<file path="src/rta_cfg.svh">
// Purpose: Constants for the radio transmit/receive arbitration block.
// Assumes: 100 MHz device clock.
// Notes:   Offsets and counts are held here once; the package holds types.
`ifndef RTA_CFG_SVH
`define RTA_CFG_SVH
`define RTA_CLK_MHZ          100
`define RTA_PAUSE_DEF_CHARS  8'h03
`define RTA_TXDLY_MAX_MS     65000
`define RTA_CYC_PER_MS       (`RTA_CLK_MHZ * 1000)
`define RTA_RESYNC_US        20000
`define RTA_RESYNC_CYC       (`RTA_RESYNC_US * `RTA_CLK_MHZ)
`define RTA_RPT_MAX_BYTES    1024
`define RTA_FIFO_DEPTH       16
`define RTA_DATA_W           8
`endif

</file>
<file path="src/rta_pkg.sv">
// Purpose: Types for the radio transmit/receive arbitration block.
// Assumes: Included configuration header defines sizes.
// Notes:   Modes use the documented ordering; transmit priority is default.
package rta_pkg;
   typedef enum logic [2:0] {
      RTA_MODE_RX_PRI  = 3'h0,
      RTA_MODE_TX_PRI  = 3'h1,
      RTA_MODE_REPEAT  = 3'h2,
      RTA_MODE_ADV_MST = 3'h3,
      RTA_MODE_ADV_SLV = 3'h4
   } rta_mode_t;

   typedef enum logic [2:0] {
      RTA_ST_IDLE  = 3'h0,
      RTA_ST_DELAY = 3'h1,
      RTA_ST_SYNC  = 3'h2,
      RTA_ST_TX    = 3'h3,
      RTA_ST_RX    = 3'h4,
      RTA_ST_FWD   = 3'h5
   } rta_state_t;

   typedef struct packed {
      logic       valid;
      logic [7:0] data;
      logic       last;
   } rta_byte_t;
endpackage

</file>
<file path="src/rta_arbiter.sv">
// Purpose: Decides when radio transmissions start and end, and trades
//          transmit against receive according to the protocol mode.
// Assumes: Inputs synchronous to mclk_i; character strobes from a UART.
// Notes:   Framing content (sync word, headers) is produced downstream on
//          the sync request; this block only sequences it.
`include "rta_cfg.svh"
module rta_arbiter
   import rta_pkg::*;
#(
   parameter int RESYNC_CYC = `RTA_RESYNC_CYC,  // Extra sync duration.
   parameter int MS_CYC     = `RTA_CYC_PER_MS   // Cycles per millisecond.
) (
   input  wire logic        mclk_i,          // Device clock, 100 MHz.
   input  wire logic        rst_i,           // Synchronous reset.
   input  wire logic        ce_i,            // Clock enable.
   input  wire logic        mode_valid_i,    // Load mode from mode_i.
   input  wire logic [2:0]  mode_i,          // Protocol mode code.
   input  wire logic [7:0]  pause_chars_i,   // Pause length, 0 = default.
   input  wire logic [15:0] char_cyc_i,      // Cycles per character time.
   input  wire logic [15:0] tx_delay_ms_i,   // Start delay, 0 = off.
   input  wire logic [15:0] sync_int_i,      // Bytes per frame, 0 = none.
   input  wire logic        term_valid_i,    // Terminal byte strobe.
   input  wire logic [7:0]  term_data_i,     // Terminal byte.
   input  wire logic        settings_cmd_i,  // Settings command seen.
   output logic             term_ready_o,    // Buffer accepts byte.
   input  wire logic        rx_start_i,      // Radio frame start found.
   input  wire logic        rx_adv_i,        // Sender in advanced mode.
   input  wire logic        rx_lost_i,       // Reception lost.
   input  wire logic        rx_end_i,        // Reception ended.
   input  wire logic        rx_ok_i,         // Message passed validation.
   input  wire logic        rx_fwd_i,        // Content asks for repeat.
   input  wire logic        rx_byte_i,       // Received byte strobe.
   input  wire logic        radio_ready_i,   // Modulator takes a byte.
   input  wire logic        fwd_done_i,      // Stored message resent.
   output logic             tx_on_o,         // Transmitter enabled.
   output logic             sync_req_o,      // Send sync and headers.
   output logic             tx_valid_o,      // Byte for modulator.
   output logic [7:0]       tx_data_o,       // Byte to modulator.
   output logic             fwd_req_o,       // Replay stored message.
   output logic             rx_accept_o,     // Reception being kept.
   output logic             rx_drop_o,       // Reception discarded.
   output logic             diag_en_o,       // Diagnostics enabled.
   output logic             overflow_o       // Buffer overflow seen while transmitting.
);
   typedef struct packed {
      rta_state_t  st;
      rta_mode_t   mode;
      logic [23:0] pause_cnt;
      logic [7:0]  pause_chars;
      logic        paused;
      logic [39:0] dly_cnt;
      logic [31:0] sync_cnt;
      logic [15:0] frame_bytes;
      logic [10:0] rpt_bytes;
      logic        rx_keep;
      logic        drop;
      logic        ovf;
      logic        out_valid;
      logic [7:0]  out_data;
   } rta_regs_t;

   rta_regs_t r;
   rta_regs_t next_r;
   logic       f_rvalid;
   logic [7:0] f_rdata;
   logic       f_empty;
   logic       f_ready;
   logic       f_pop;
   logic       ovf_ev;
   logic       frame_full;

   // Advanced modes are the master and slave codes.
   function automatic logic is_adv(input rta_mode_t m);
      return (m == RTA_MODE_ADV_MST) || (m == RTA_MODE_ADV_SLV);
   endfunction

   // Once the frame holds its byte limit, bytes wait in the FIFO for the next
   // frame; popping on would let a steady stream run past the limit forever.
   assign frame_full = (sync_int_i != 16'h0) && (r.frame_bytes >= sync_int_i);

   // Pop only while actually transmitting and the output slot is free.
   assign f_pop  = (r.st == RTA_ST_TX) && (!r.out_valid || radio_ready_i) && !frame_full;
   assign ovf_ev = term_valid_i && !f_ready;

   rta_fifo #(.WIDTH(`RTA_DATA_W), .DEPTH(`RTA_FIFO_DEPTH)) rta_fifo_i (
      .mclk_i   (mclk_i),
      .rst_i    (rst_i),
      .ce_i     (ce_i),
      .wvalid_i (term_valid_i),
      .wready_o (f_ready),
      .wdata_i  (term_data_i),
      .rvalid_o (f_rvalid),
      .rready_i (f_pop),
      .rdata_o  (f_rdata),
      .empty_o  (f_empty)
   );

   // Next-state logic for the whole arbiter.
   always_comb begin
      next_r      = r;
      next_r.drop = 1'b0;
      next_r.ovf  = 1'b0;
      if (mode_valid_i && mode_i <= 3'h4) begin
         next_r.mode = rta_mode_t'(mode_i);
      end
      next_r.pause_chars = (pause_chars_i == 8'h00) ? `RTA_PAUSE_DEF_CHARS
                                                     : pause_chars_i;
      // Idle timer restarts on each terminal character.
      if (term_valid_i) begin
         next_r.pause_cnt = '0;
         next_r.paused    = 1'b0;
      end else if (!r.paused) begin
         // Wide enough for the longest pause at the slowest bit rate.
         if (r.pause_cnt >= 24'(char_cyc_i) * 24'(r.pause_chars) - 24'h1) begin
            next_r.paused = 1'b1;
         end else begin
            next_r.pause_cnt = r.pause_cnt + 24'h1;
         end
      end
      if (r.out_valid && radio_ready_i) begin
         next_r.out_valid = 1'b0;
      end
      if (f_pop && f_rvalid) begin
         next_r.out_valid   = 1'b1;
         next_r.out_data    = f_rdata;
         next_r.frame_bytes = r.frame_bytes + 16'h1;
      end
      unique case (r.st)
         RTA_ST_IDLE: begin
            if (rx_start_i) begin
               if (is_adv(r.mode) != rx_adv_i) begin
                  next_r.drop = 1'b1;
               end else begin
                  next_r.st        = RTA_ST_RX;
                  next_r.rx_keep   = 1'b1;
                  next_r.rpt_bytes = '0;
               end
            end else if (!f_empty) begin
               // The longest delay in cycles does not fit in 32 bits.
               next_r.dly_cnt = 40'(tx_delay_ms_i) * 40'(MS_CYC);
               next_r.st      = (tx_delay_ms_i == 16'h0) ? RTA_ST_SYNC
                                                         : RTA_ST_DELAY;
               next_r.sync_cnt = '0;
            end
         end
         RTA_ST_DELAY: begin
            if (r.dly_cnt <= 40'h1) begin
               next_r.st = RTA_ST_SYNC;
            end else begin
               next_r.dly_cnt = r.dly_cnt - 40'h1;
            end
         end
         RTA_ST_SYNC: begin
            // Sync and headers go out only here, at the head of a frame.
            if (r.sync_cnt >= 32'(RESYNC_CYC) - 32'h1) begin
               next_r.st          = RTA_ST_TX;
               next_r.frame_bytes = '0;
            end else begin
               next_r.sync_cnt = r.sync_cnt + 32'h1;
            end
         end
         RTA_ST_TX: begin
            if (ovf_ev) begin
               next_r.st  = RTA_ST_IDLE;
               next_r.ovf = 1'b1;
            end else if (f_empty && r.paused && !r.out_valid) begin
               next_r.st = RTA_ST_IDLE;
            end else if (frame_full && !r.out_valid) begin
               next_r.st       = RTA_ST_SYNC;
               next_r.sync_cnt = '0;
            end
         end
         RTA_ST_RX: begin
            // Count one past the limit so an over-long message is recognised
            // and not replayed; the store only holds the limit.
            if (rx_byte_i && r.rpt_bytes <= 11'(`RTA_RPT_MAX_BYTES)) begin
               next_r.rpt_bytes = r.rpt_bytes + 11'h1;
            end
            if (settings_cmd_i && r.mode == RTA_MODE_RX_PRI) begin
               next_r.st = RTA_ST_IDLE;
               next_r.rx_keep = 1'b0;
            end else if (term_valid_i && r.mode == RTA_MODE_TX_PRI) begin
               next_r.st       = RTA_ST_SYNC;
               next_r.rx_keep  = 1'b0;
               next_r.sync_cnt = '0;
            end else if (rx_lost_i) begin
               next_r.st      = RTA_ST_IDLE;
               next_r.rx_keep = 1'b0;
            end else if (rx_end_i) begin
               next_r.rx_keep = 1'b0;
               // Repeat valid messages; advanced modes decide by content.
               if (rx_ok_i && r.rpt_bytes <= 11'(`RTA_RPT_MAX_BYTES) &&
                   (r.mode == RTA_MODE_REPEAT ||
                    (is_adv(r.mode) && rx_fwd_i))) begin
                  next_r.st = RTA_ST_FWD;
               end else begin
                  next_r.st = RTA_ST_IDLE;
               end
            end
         end
         RTA_ST_FWD: begin
            // Terminal data waits in the FIFO until the stored message has been resent.
            if (fwd_done_i) begin
               next_r.st = RTA_ST_IDLE;
            end
         end
         default: next_r.st = RTA_ST_IDLE;
      endcase
   end

   // State register; clock enable freezes everything.
   always_ff @(posedge mclk_i) begin
      if (rst_i) begin
         r          <= '0;
         r.st       <= RTA_ST_IDLE;
         r.mode     <= RTA_MODE_TX_PRI;
         r.paused   <= 1'b1;
         r.pause_chars <= `RTA_PAUSE_DEF_CHARS;
      end else if (ce_i) begin
         r <= next_r;
      end
   end

   // Outputs from flip-flops except the handshake.
   assign term_ready_o = f_ready;
   assign tx_on_o      = (r.st == RTA_ST_SYNC) || (r.st == RTA_ST_TX);
   assign sync_req_o   = (r.st == RTA_ST_SYNC);
   assign tx_valid_o   = r.out_valid;
   assign tx_data_o    = r.out_data;
   assign fwd_req_o    = (r.st == RTA_ST_FWD);
   assign rx_accept_o  = r.rx_keep;
   assign rx_drop_o    = r.drop;
   assign diag_en_o    = is_adv(r.mode);
   assign overflow_o   = r.ovf;
endmodule // rta_arbiter

</file>
<file path="src/rta_fifo.sv">
// Purpose: Synchronous FIFO holding terminal data on its way to the radio.
// Assumes: One clock, synchronous active-high reset, clock enable.
// Notes:   Ready on the write side drops when full so the source stalls.
`include "rta_cfg.svh"
module rta_fifo
   import rta_pkg::*;
#(
   parameter int WIDTH = `RTA_DATA_W,
   parameter int DEPTH = `RTA_FIFO_DEPTH
) (
   input  wire logic             mclk_i,    // Device clock.
   input  wire logic             rst_i,     // Synchronous reset.
   input  wire logic             ce_i,      // Clock enable.
   input  wire logic             wvalid_i,  // Write data valid.
   output logic                  wready_o,  // Space available.
   input  wire logic [WIDTH-1:0] wdata_i,   // Write data.
   output logic                  rvalid_o,  // Data available.
   input  wire logic             rready_i,  // Reader takes data.
   output logic [WIDTH-1:0]      rdata_o,   // Head of queue.
   output logic                  empty_o    // Nothing stored.
);
   localparam int AW = $clog2(DEPTH);
   logic [WIDTH-1:0] mem [DEPTH];
   logic [AW:0]      wp;
   logic [AW:0]      rp;
   logic             full;

   // Pointers carry one extra bit so full and empty are distinguishable.
   assign full     = (wp[AW] != rp[AW]) && (wp[AW-1:0] == rp[AW-1:0]);
   assign empty_o  = (wp == rp);
   assign wready_o = !full;
   assign rvalid_o = !empty_o;
   assign rdata_o  = mem[rp[AW-1:0]];

   // Storage and pointer update.
   always_ff @(posedge mclk_i) begin
      if (rst_i) begin
         wp <= '0;
         rp <= '0;
      end else if (ce_i) begin
         if (wvalid_i && !full) begin
            mem[wp[AW-1:0]] <= wdata_i;
            wp              <= wp + 1'b1;
         end
         if (rready_i && !empty_o) begin
            rp <= rp + 1'b1;
         end
      end
   end
endmodule // rta_fifo

</file>
<file path="config.mk">
export PLATFORM = sky130hd
export DESIGN_NAME = rta_arbiter
export DESIGN_NICKNAME = d
export VERILOG_FILES = /design/src/rta_pkg.sv /design/src/rta_arbiter.sv /design/src/rta_fifo.sv
export VERILOG_INCLUDE_DIRS = /design/src /design/src/src
export SDC_FILE = /design/constraint.sdc
export NUM_CORES = 1
export LEC_CHECK = 0
export BUFFER_PORTS_ARGS = -buffer_cell sky130_fd_sc_hd__buf_2
export CORE_MARGIN = 5
export CORE_UTILIZATION = 49
export DETAILED_ROUTE_END_ITERATION = 8
export GPL_TIMING_DRIVEN = 0
export HOLD_SLACK_MARGIN = 0.02
export PLACE_DENSITY = 0.77
export SLEW_MARGIN = 5
export SYNTH_ARGS = -nofsm -noshare
export SYNTH_HDL_FRONTEND = slang
export SYNTH_SLANG_ARGS = --single-unit
export TNS_END_PERCENT = 50
</file>
<file path="constraint.sdc">
create_clock -name mclk_i -period 20 [get_ports mclk_i]
set_clock_uncertainty 0.2 [all_clocks]
set_input_delay 2 -clock mclk_i [delete_from_list [all_inputs] [get_ports mclk_i]]
set_output_delay 2 -clock mclk_i [all_outputs]
set_load 0.01 [all_outputs]
</file>
== Word-level counts from Yosys, hierarchy flattened ==
Memory sizes are Yosys's and may differ from the RTL's. A register that Yosys moved wholly into a read port is not among the register bits.
Cells that the tools add are included.
W data, S select, Z words.

* $add $sub $neg: 8
* $mul: 2
* $lt $le $gt $ge: 6
* Equal/unequal tests: 34
* Muxes and demuxes: 57
* Reductions and logical operators: 45

{| class="wikitable"
|+ Operators by type and width
! operator !! count
|-
| $mux W32 || 6
|-
| $mux W72 || 2
|-
| $pmux W32 S4 || 1
|-
| $pmux W40 S2 || 1
|-
| $mux W24 || 3
|-
| $mux W16 || 3
|-
| $mux W3 || 14
|-
| $le A40 B1 Y1 const B || 1
|-
| $mux W40 || 1
|-
| $sub A40 B1 Y40 const B || 1
|-
| $add A32 B1 Y32 const B || 1
|-
| $ge A32 B21 Y1 const B || 1
|-
| $ne A2 B2 Y1 const B || 16
|-
| $mul A16 B12 Y28 const B || 1
|-
| $add A24 B1 Y24 const B || 1
|-
| $ge A24 B24 Y1 || 1
|-
| $mul A16 B8 Y24 || 1
|-
| $pmux W12 S2 || 1
|-
| $sub A24 B1 Y24 const B || 1
|-
| $logic_and A1 B1 Y1 || 18
|-
| $pmux W3 S6 || 1
|-
| $add A16 B1 Y16 const B || 1
|-
| $ge A16 B16 Y1 || 1
|-
| $logic_not A16 Y1 || 1
|-
| other kinds (34) || 73
|}

* Register bits after elaboration: 160
* Memory bits (writable): 128
* Input bits: 82
* Output and inout bits: 17
* Logic and storage cells: 169
* Memories: 1

{| class="wikitable"
|+ Memories
! name !! words !! width !! rd ports !! clocked after Yosys merged registers in !! write ports !! RTL line !! text
|-
| rta_fifo_i.mem || 16 || 8 || 1 || 1 || 1 || rta_fifo.sv:23 || <nowiki>logic [WIDTH-1:0] mem [DEPTH];</nowiki>
|}

== Logic depth before layout (Yosys ltp) ==
Gate-level depths: netlist of run 1.

* Word-level depth: 11
* Depth in mapped cells: 29
* Depth with buffers taken out: 26

== Modules after synthesis ==
A second synthesis of run 1 with hierarchy kept.

* Cells, all modules: 2,255
* Area, all modules: 21,943.5 um2

{| class="wikitable"
|+ By module, submodules not included
! module !! instances !! cells each !! area an instance (um2) !! seq. area each (um2)
|-
| rta_arbiter || 1 || 1,967 || 16,084.2 || 3,002.9
|-
| rta_fifo || 1 || 288 || 5,859.4 || 4,124.0
|}

== Worst setup path before layout of run 1 ==
No wires, ideal clock.

* Path type: input port to flip-flop
* Start point: input port char_cyc_i[6]
* End point: register r[124] (netlist name)
* Setup time: 0.132 ns
* Data arrival time: 7.985 ns
* Data required time: 19.668 ns
* Setup slack: 11.683 ns
* Cell stages on the path: 27
* Path buffers: 2
* Cell sequence: buf_1 -> nand2_1 -> fa_1 -> inv_1 -> fa_1 -> fa_1 -> inv_1 -> fa_1 -> inv_1 -> ha_1 -> or3_1 -> a211oi_1 -> a21boi_1 -> o31ai_1 -> a41oi_1 -> nand2b_1 -> a21oi_1 -> xor2_1 -> ha_1 -> nand4_1 -> or2_2 -> nor3_1 -> o21ai_0 -> o21ai_1 -> clkbuf_1 -> or3_1 -> a21oi_1

* Cells in the longest elaborated chain, start to end: 5

{| class="wikitable"
|+ Ends and longest elaborated chain
! what !! RTL line !! text
|-
| start, declared || rta_arbiter.sv:19 || <nowiki>input wire logic [15:0] char_cyc_i,</nowiki>
|-
| $mul A16 B8 Y24 || rta_arbiter.sv:114 || <nowiki>if (r.pause_cnt >= 24'(char_cyc_i) * 24'(r.pause_chars) - 24'h1) begin</nowiki>
|-
| $sub A24 B1 Y24 || rta_arbiter.sv:114 ||
|-
| $ge A24 B24 Y1 || rta_arbiter.sv:114 ||
|-
| $ne A2 B2 Y1 (no source line) || - ||
|-
| $reduce_and A3 Y1 (no source line) || - ||
|-
| end signal, assigned || rta_arbiter.sv:220 || <nowiki>r <= next_r;</nowiki>
|-
| end, declared || rta_arbiter.sv:62 || <nowiki>rta_regs_t r;</nowiki>
|}

Every way passes these cells.
A chain may end at the register's enable or synchronous reset.

== Worst setup path after layout of run 1 ==
Same ends and word-level chain as after synthesis.

==> results of run 1 <==
## synthesized netlist by cell type, drive strengths merged (16+ instances only)
library cell  count
xor2             33
inv             303
o21ai           102
o21a             17
nand3            59
a211oi           20
or4              18
or3              27
nor3             32
dfxtp           164
xnor2            56
nor2            151
mux4             40
nand2           214
nor4             30
nand2b           16
buf              26
nand4            30
and3             22
clkbuf           58
and2             47
ha              216
fa              133
a21o             30
a21oi           129
edfxtp          128
## where the power goes
| part | internal (W) | switching, W |
|---|---|---|
| Sequential | 0.000643 | 0.0000234 |
| Combinational | 0.000549 | 0.000823 |
| Clock | 0.000381 | 0.000241 |
| Total | 0.00157 | 0.00109 |
## metal layers
layer | routed length [microns] | up-vias | share of wire | track usage
met4 | 1480 | 0 | 0.027 | 0.0672
met1 | 22500 | 8460 | 0.41 | 0.286
li1 | - | 8175 | - | -
met5 | 0 | - | 0 | 0
met3 | 3370 | 92 | 0.062 | 0.0333
met2 | 26900 | 580 | 0.50 | 0.375
## worst paths after layout
kind | to | cells after the start
hold reg to reg | tx_data_o[3] | 2
setup reg to reg | r[124] | 28
setup / recovery | r[124] | 27
hold / removal | tx_data_o[3] | 2
## state kept, by name, summed over array words and instances, names as in the netlist, named ones only
signal,cells
r,138
rx_accept_o,1
rx_drop_o,1
rta_fifo_i.mem,128
rta_fifo_i.wp,5
tx_valid_o,1
tx_data_o,8
rta_fifo_i.rp,5
overflow_o,1
## cells by family after synthesis
| group | after synthesis | synth area share |
|---|---|---|
| adder cells (fa/ha/maj) | 349 | 0.245 |
| flip-flops | 292 | 0.326 |
| AO/OA/AOI/OAI | 412 | 0.119 |
| XOR/XNOR | 89 | 0.0356 |
| AND/OR/NAND/NOR | 690 | 0.158 |
| multiplexers | 54 | 0.0476 |
| buffers and inverters | 387 | 0.0685 |
## final cells by class
cell class / instances / share of cell area
Antenna cell: 1 / 0.000103
Inverter: 303 / 0.0469
Sequential cell: 292 / 0.294
Clock inverter: 21 / 0.0120
Tap cell: 592 / 0.0305
Buffer: 84 / 0.0149
Multi-Input combinational cell: 1594 / 0.548
Clock buffer: 35 / 0.0335
Timing Repair Buffer: 98 / 0.0206
## worst min-delay path, stage by stage, from the launching register on
cell	delay (ps)
dfxtp_1	310
nand2_1	50
a21oi_1	50
## stage by stage
stage	cells	power [W]	hold WS (ps)	setup slack, ps
6_report	3020	0.00266	261	11090
5_1_grt	3019	0.00288	298	10600
4_1_cts	3019	0.00266	264	11120
3_5_place_dp	2963	0.00203	255	10570
3_3_place_gp	2959	0.00198	239	10800
2_1_floorplan	2273	0.00171	234	11680
==> reports/metrics.yaml, run 1 <==
rsz0062_at_grt: "no"
drt_first_pass_iters: 6
status: "finished clean"
max_stage_delay_ps: 560
root_buffer: "clkbuf_16"
yosys.area.top_type: "edfxtp_1"
numCtsBuffers: 30
ys_seq_area_frac: 0.326
path_class: "input port to flip-flop"
grt_overflow: 0
drt_wl_total_mm: 54.3
worstHoldStart: "tx_data_o[3]"
ys_warn_count: 0
max-slew-margin-rel: 0.355
cp-start-kind: "input port"
path_clk_slew_ps: 60
clockBufferDepth: 3
io_pins: 99
synth_cells: 2273
dieArea_sq_um: 49000
synth.avg_cell_area_sq_um: 9.63
grt_pass1_vias: 17700
cts_resized: 0
synth_area_sq_um: 21900
final_core_util: 0.549
synth-seq-cells: 292
layout.nets: 2834
wire_per_inst_microns: 18.0
h-tree-depth: 1
cp.arrival_ps: 9130
fillCellCount: 3811
clock_latency_ps: 560
synthFlopType: "dfxtp_1"
vias_per_cell: 5.73
crit_path_frequent_cell: "fa_1"
fin_crit_ps: 8910
placementRows: 77
power_leakage_nw: 10.4
cts_setup_buffers: 0
numPortBuffers: 94
ys_types: 86
drt_iter0_drc: 1332
synth_fp_nets: 2704
cts.sinks: 292
cp.required_ps: 20230
netlist.area_leader.share: 0.176
hold_viol_final: 0
ir_worst_vdd_uv: 79.6
startpoint: "char_cyc_i[6]"
drive_gt1_frac: 0.0997
crit_path_max_fanout: 10
core_sq_um: 44200
worst_slew_pin_slew_ps: 968
drtAntennaViolNets: 0
drc: 0
register_area_sq_um: 7130
finalSetupViolations: 0
synth_edf_count: 128
grt_start_max_net_pins: 17
grt_pass1_wl_mm: 90.1
max_freq_mhz: 112
crit_buf_inv: 5
hpwl_mm: 42.1
r2r_start: "r[113]"
cts_tree: "done"
dpl_cell_area_sq_um: 23200
final_cell_mix: "inv_1 (303), ha_1 (216), nand2_1 (214)"
synthArstFlopShare: 0
synth_area_leaders: "edfxtp_1 (18%), dfxtp_1 (15%), ha_1 (12%), fa_1 (12%), inv_1 (5.2%)"
gp_congestion: 0.903
timing.final.crit_share: 0.445
crit_slowest_cell: "fa_1"
power_density_nw_per_um2: 110
endpoint_kind: "flip-flop"
start_util: 0.495
num_vias: 17300
cp_top_family: "adder cells"
min_path_type: "flip-flop to flip-flop"
area_growth_syn_to_layout_pct: 10.8
stdcell_area_sq_um: 24300
slew_viol_final: 0
multi_input_area_sq_um: 13300
grt_use_total: 0.218
fin_setup_tns_ps: 0
maxCapViolCount: 0
layout_commonest_cell: "inv_1"
reg2reg_slack_ps: 11670
die_width_microns: 221
ctsHoldBuffers: 0
antenna_found_initial: 0
die-height_microns: 221
(Power assumes the default switching activity.)
==> inputs of run 2 (changes only) <==
==> constraint.sdc (replaced) <==
create_clock -name mclk_i -period 8.7 [get_ports mclk_i]
set_clock_uncertainty 0.2 [all_clocks]
set_input_delay 0.87 -clock mclk_i [delete_from_list [all_inputs] [get_ports mclk_i]]
set_output_delay 0.87 -clock mclk_i [all_outputs]
set_load 0.01 [all_outputs]
==> run 2 against run 1 <==
Against the previous run: register-to-register slack lost 11000 ps; sequential power rose by 130%; clock-buffer cell count unchanged; critical path depth unchanged; first-iteration DRC count shrank 1.1%; cell area about the same; via count down 0.27%; worst hold slack is essentially flat; highest routed layer unchanged; sequential cell count stayed put.
==> reports/metrics.yaml, run 2 (synthesis gave the netlist of run 1 again) <==
path_class: "flip-flop to flip-flop"  # was input port to flip-flop
finalSetupViolations: 0  # unchanged
drive_gt1_frac: 0.101  # was 0.0997
final_cell_mix: "inv_1 (303), ha_1 (216), nand2_1 (214)"  # unchanged
final_core_util: 0.549  # about the same
power_density_nw_per_um2: 252  # was 110 nW/um^2
timing.final.crit_share: 0.931
crit_path_max_fanout: 10  # unchanged
dpl_cell_area_sq_um: 23200  # unchanged
power_leakage_nw: 10.4  # about the same
start_util: 0.495  # unchanged
cts_setup_buffers: 0  # unchanged
cp-start-kind: "flip-flop"  # was input port
whs_ps: 261  # about the same
cp.required_ps: 8930  # was 20230 ps
largest_reg_flops: 138  # unchanged
max-slew-margin-rel: 0.361  # was 0.355
die_width_microns: 221  # unchanged
max_freq_mhz: 123
rsz0062_at_grt: "no"  # unchanged
hpwl_mm: 42.1  # unchanged
dieArea_sq_um: 49000  # unchanged
fin_setup_tns_ps: 0  # unchanged
placementRows: 77  # unchanged
layout.nets: 2833  # was 2834
worstHoldStart: "tx_data_o[3]"  # unchanged
area_growth_syn_to_layout_pct: 10.8  # about the same
num_vias: 17300  # about the same
slew_viol_final: 0  # unchanged
reg2reg_depth: 27  # was 28
drtAntennaViolNets: 0  # unchanged
status: "finished clean"  # unchanged
gp_congestion: 0.903  # unchanged
stdcell_area_sq_um: 24300  # about the same
grt_overflow: 0  # unchanged
vias_per_cell: 5.72  # was 5.73
grt_pass1_wl_mm: 90.1  # unchanged
drc: 0  # unchanged
path_clk_slew_ps: 60  # about the same
clock_latency_ps: 560  # about the same
drt_iter0_drc: 1318  # was 1332
grt_use_total: 0.218  # unchanged
numCtsBuffers: 30  # unchanged
layout_commonest_cell: "inv_1"  # unchanged
drt_first_pass_iters: 6  # unchanged
io_pins: 99  # unchanged
largest-register: "r"  # unchanged
fillCellCount: 3813  # was 3811
worst_slew_pin_slew_ps: 950  # was 968 ps
cts.sinks: 292  # unchanged
ir_worst_vdd_uv: 184  # was 79.6 uV
root_buffer: "clkbuf_16"  # unchanged
drt_wl_total_mm: 54.3  # about the same
wire_per_inst_microns: 18.0  # about the same
antenna_found_initial: 0  # unchanged
core_sq_um: 44200  # unchanged
endpoint_kind: "flip-flop"  # unchanged
die-height_microns: 221  # unchanged
startpoint: "r[114]"  # was char_cyc_i[6]
hold_viol_final: 0  # unchanged
numPortBuffers: 94  # unchanged
clockBufferDepth: 3  # unchanged
min_path_type: "flip-flop to flip-flop"  # unchanged
grt_start_max_net_pins: 17  # unchanged
maxCapViolCount: 0  # unchanged
ctsHoldBuffers: 0  # unchanged
grt_pass1_vias: 17700  # unchanged
cp.arrival_ps: 8330  # was 9130 ps
r2r_start: "r[114]"  # was r[113]
holdPathStages: 2  # unchanged
h-tree-depth: 1  # unchanged
fin_crit_ps: 8100
cts_resized: 0  # unchanged
cts_tree: "done"  # unchanged
==> run 2: routing by layer <==
metal / track usage / share of wire / up-vias
met2: 0.375 / 0.50 / 540
met1: 0.286 / 0.41 / 8446
li1: - / - / 8179
met5: 0 / 0 / -
met3: 0.0333 / 0.065 / 96
met4: 0.0672 / 0.027 / 0
==> run 2: layout make-up <==
class                           count  area, sq um  share of cell area
Antenna cell                        1         2.50            0.000103
Buffer                             83          363              0.0150
Clock buffer                       35          812              0.0335
Clock inverter                     21          292              0.0120
Inverter                          303         1140              0.0469
Multi-Input combinational cell   1594        13300               0.548
Sequential cell                   292         7130               0.294
Tap cell                          592          741              0.0305
Timing Repair Buffer               98          500              0.0206
==> run 2: where the power goes <==
part | switching (W) | total, W | internal (W)
combinational | 0.00189 | 0.00315 | 0.00126
clock | 0.000552 | 0.00143 | 0.000875
sequential | 0.0000549 | 0.00153 | 0.00148
total | 0.00250 | 0.00611 | 0.00362
==> run 2: worst paths after layout <==
kind	slack [ps]	endpoint
max	600	r[124]
min	260	tx_data_o[3]
max reg2reg	600	r[124]
min reg2reg	260	tx_data_o[3]
==> run 2: worst max-delay path, stage by stage, from the launching register on <==
cell and delay [ps]:
dfxtp_1 580, clkbuf_1 460, nand2_1 150, fa_1 550, inv_1 50, fa_1 470
fa_1 490, inv_1 50, fa_1 560, inv_1 50, ha_1 240, or3_1 350
a211oi_1 220, a21boi_1 280, o31ai_1 180, a41oi_1 350, nand2b_1 100, a21oi_1 200
xor2_1 100, ha_1 290, nand4_1 130, or2_2 350, nor3_1 220, o21ai_0 300
o21ai_1 420, clkbuf_1 390, or3_1 180, a21oi_1 60
==> run 2: per-stage QoR <==
stage          total power [W]  cells  setup WS, ps
3_3_place_gp           0.00456   2959           627
4_1_cts                0.00612   3019           418
5_1_grt                0.00663   3018          50.4
3_5_place_dp           0.00467   2963           397
6_report               0.00611   3019           599
2_1_floorplan          0.00393   2273          1510
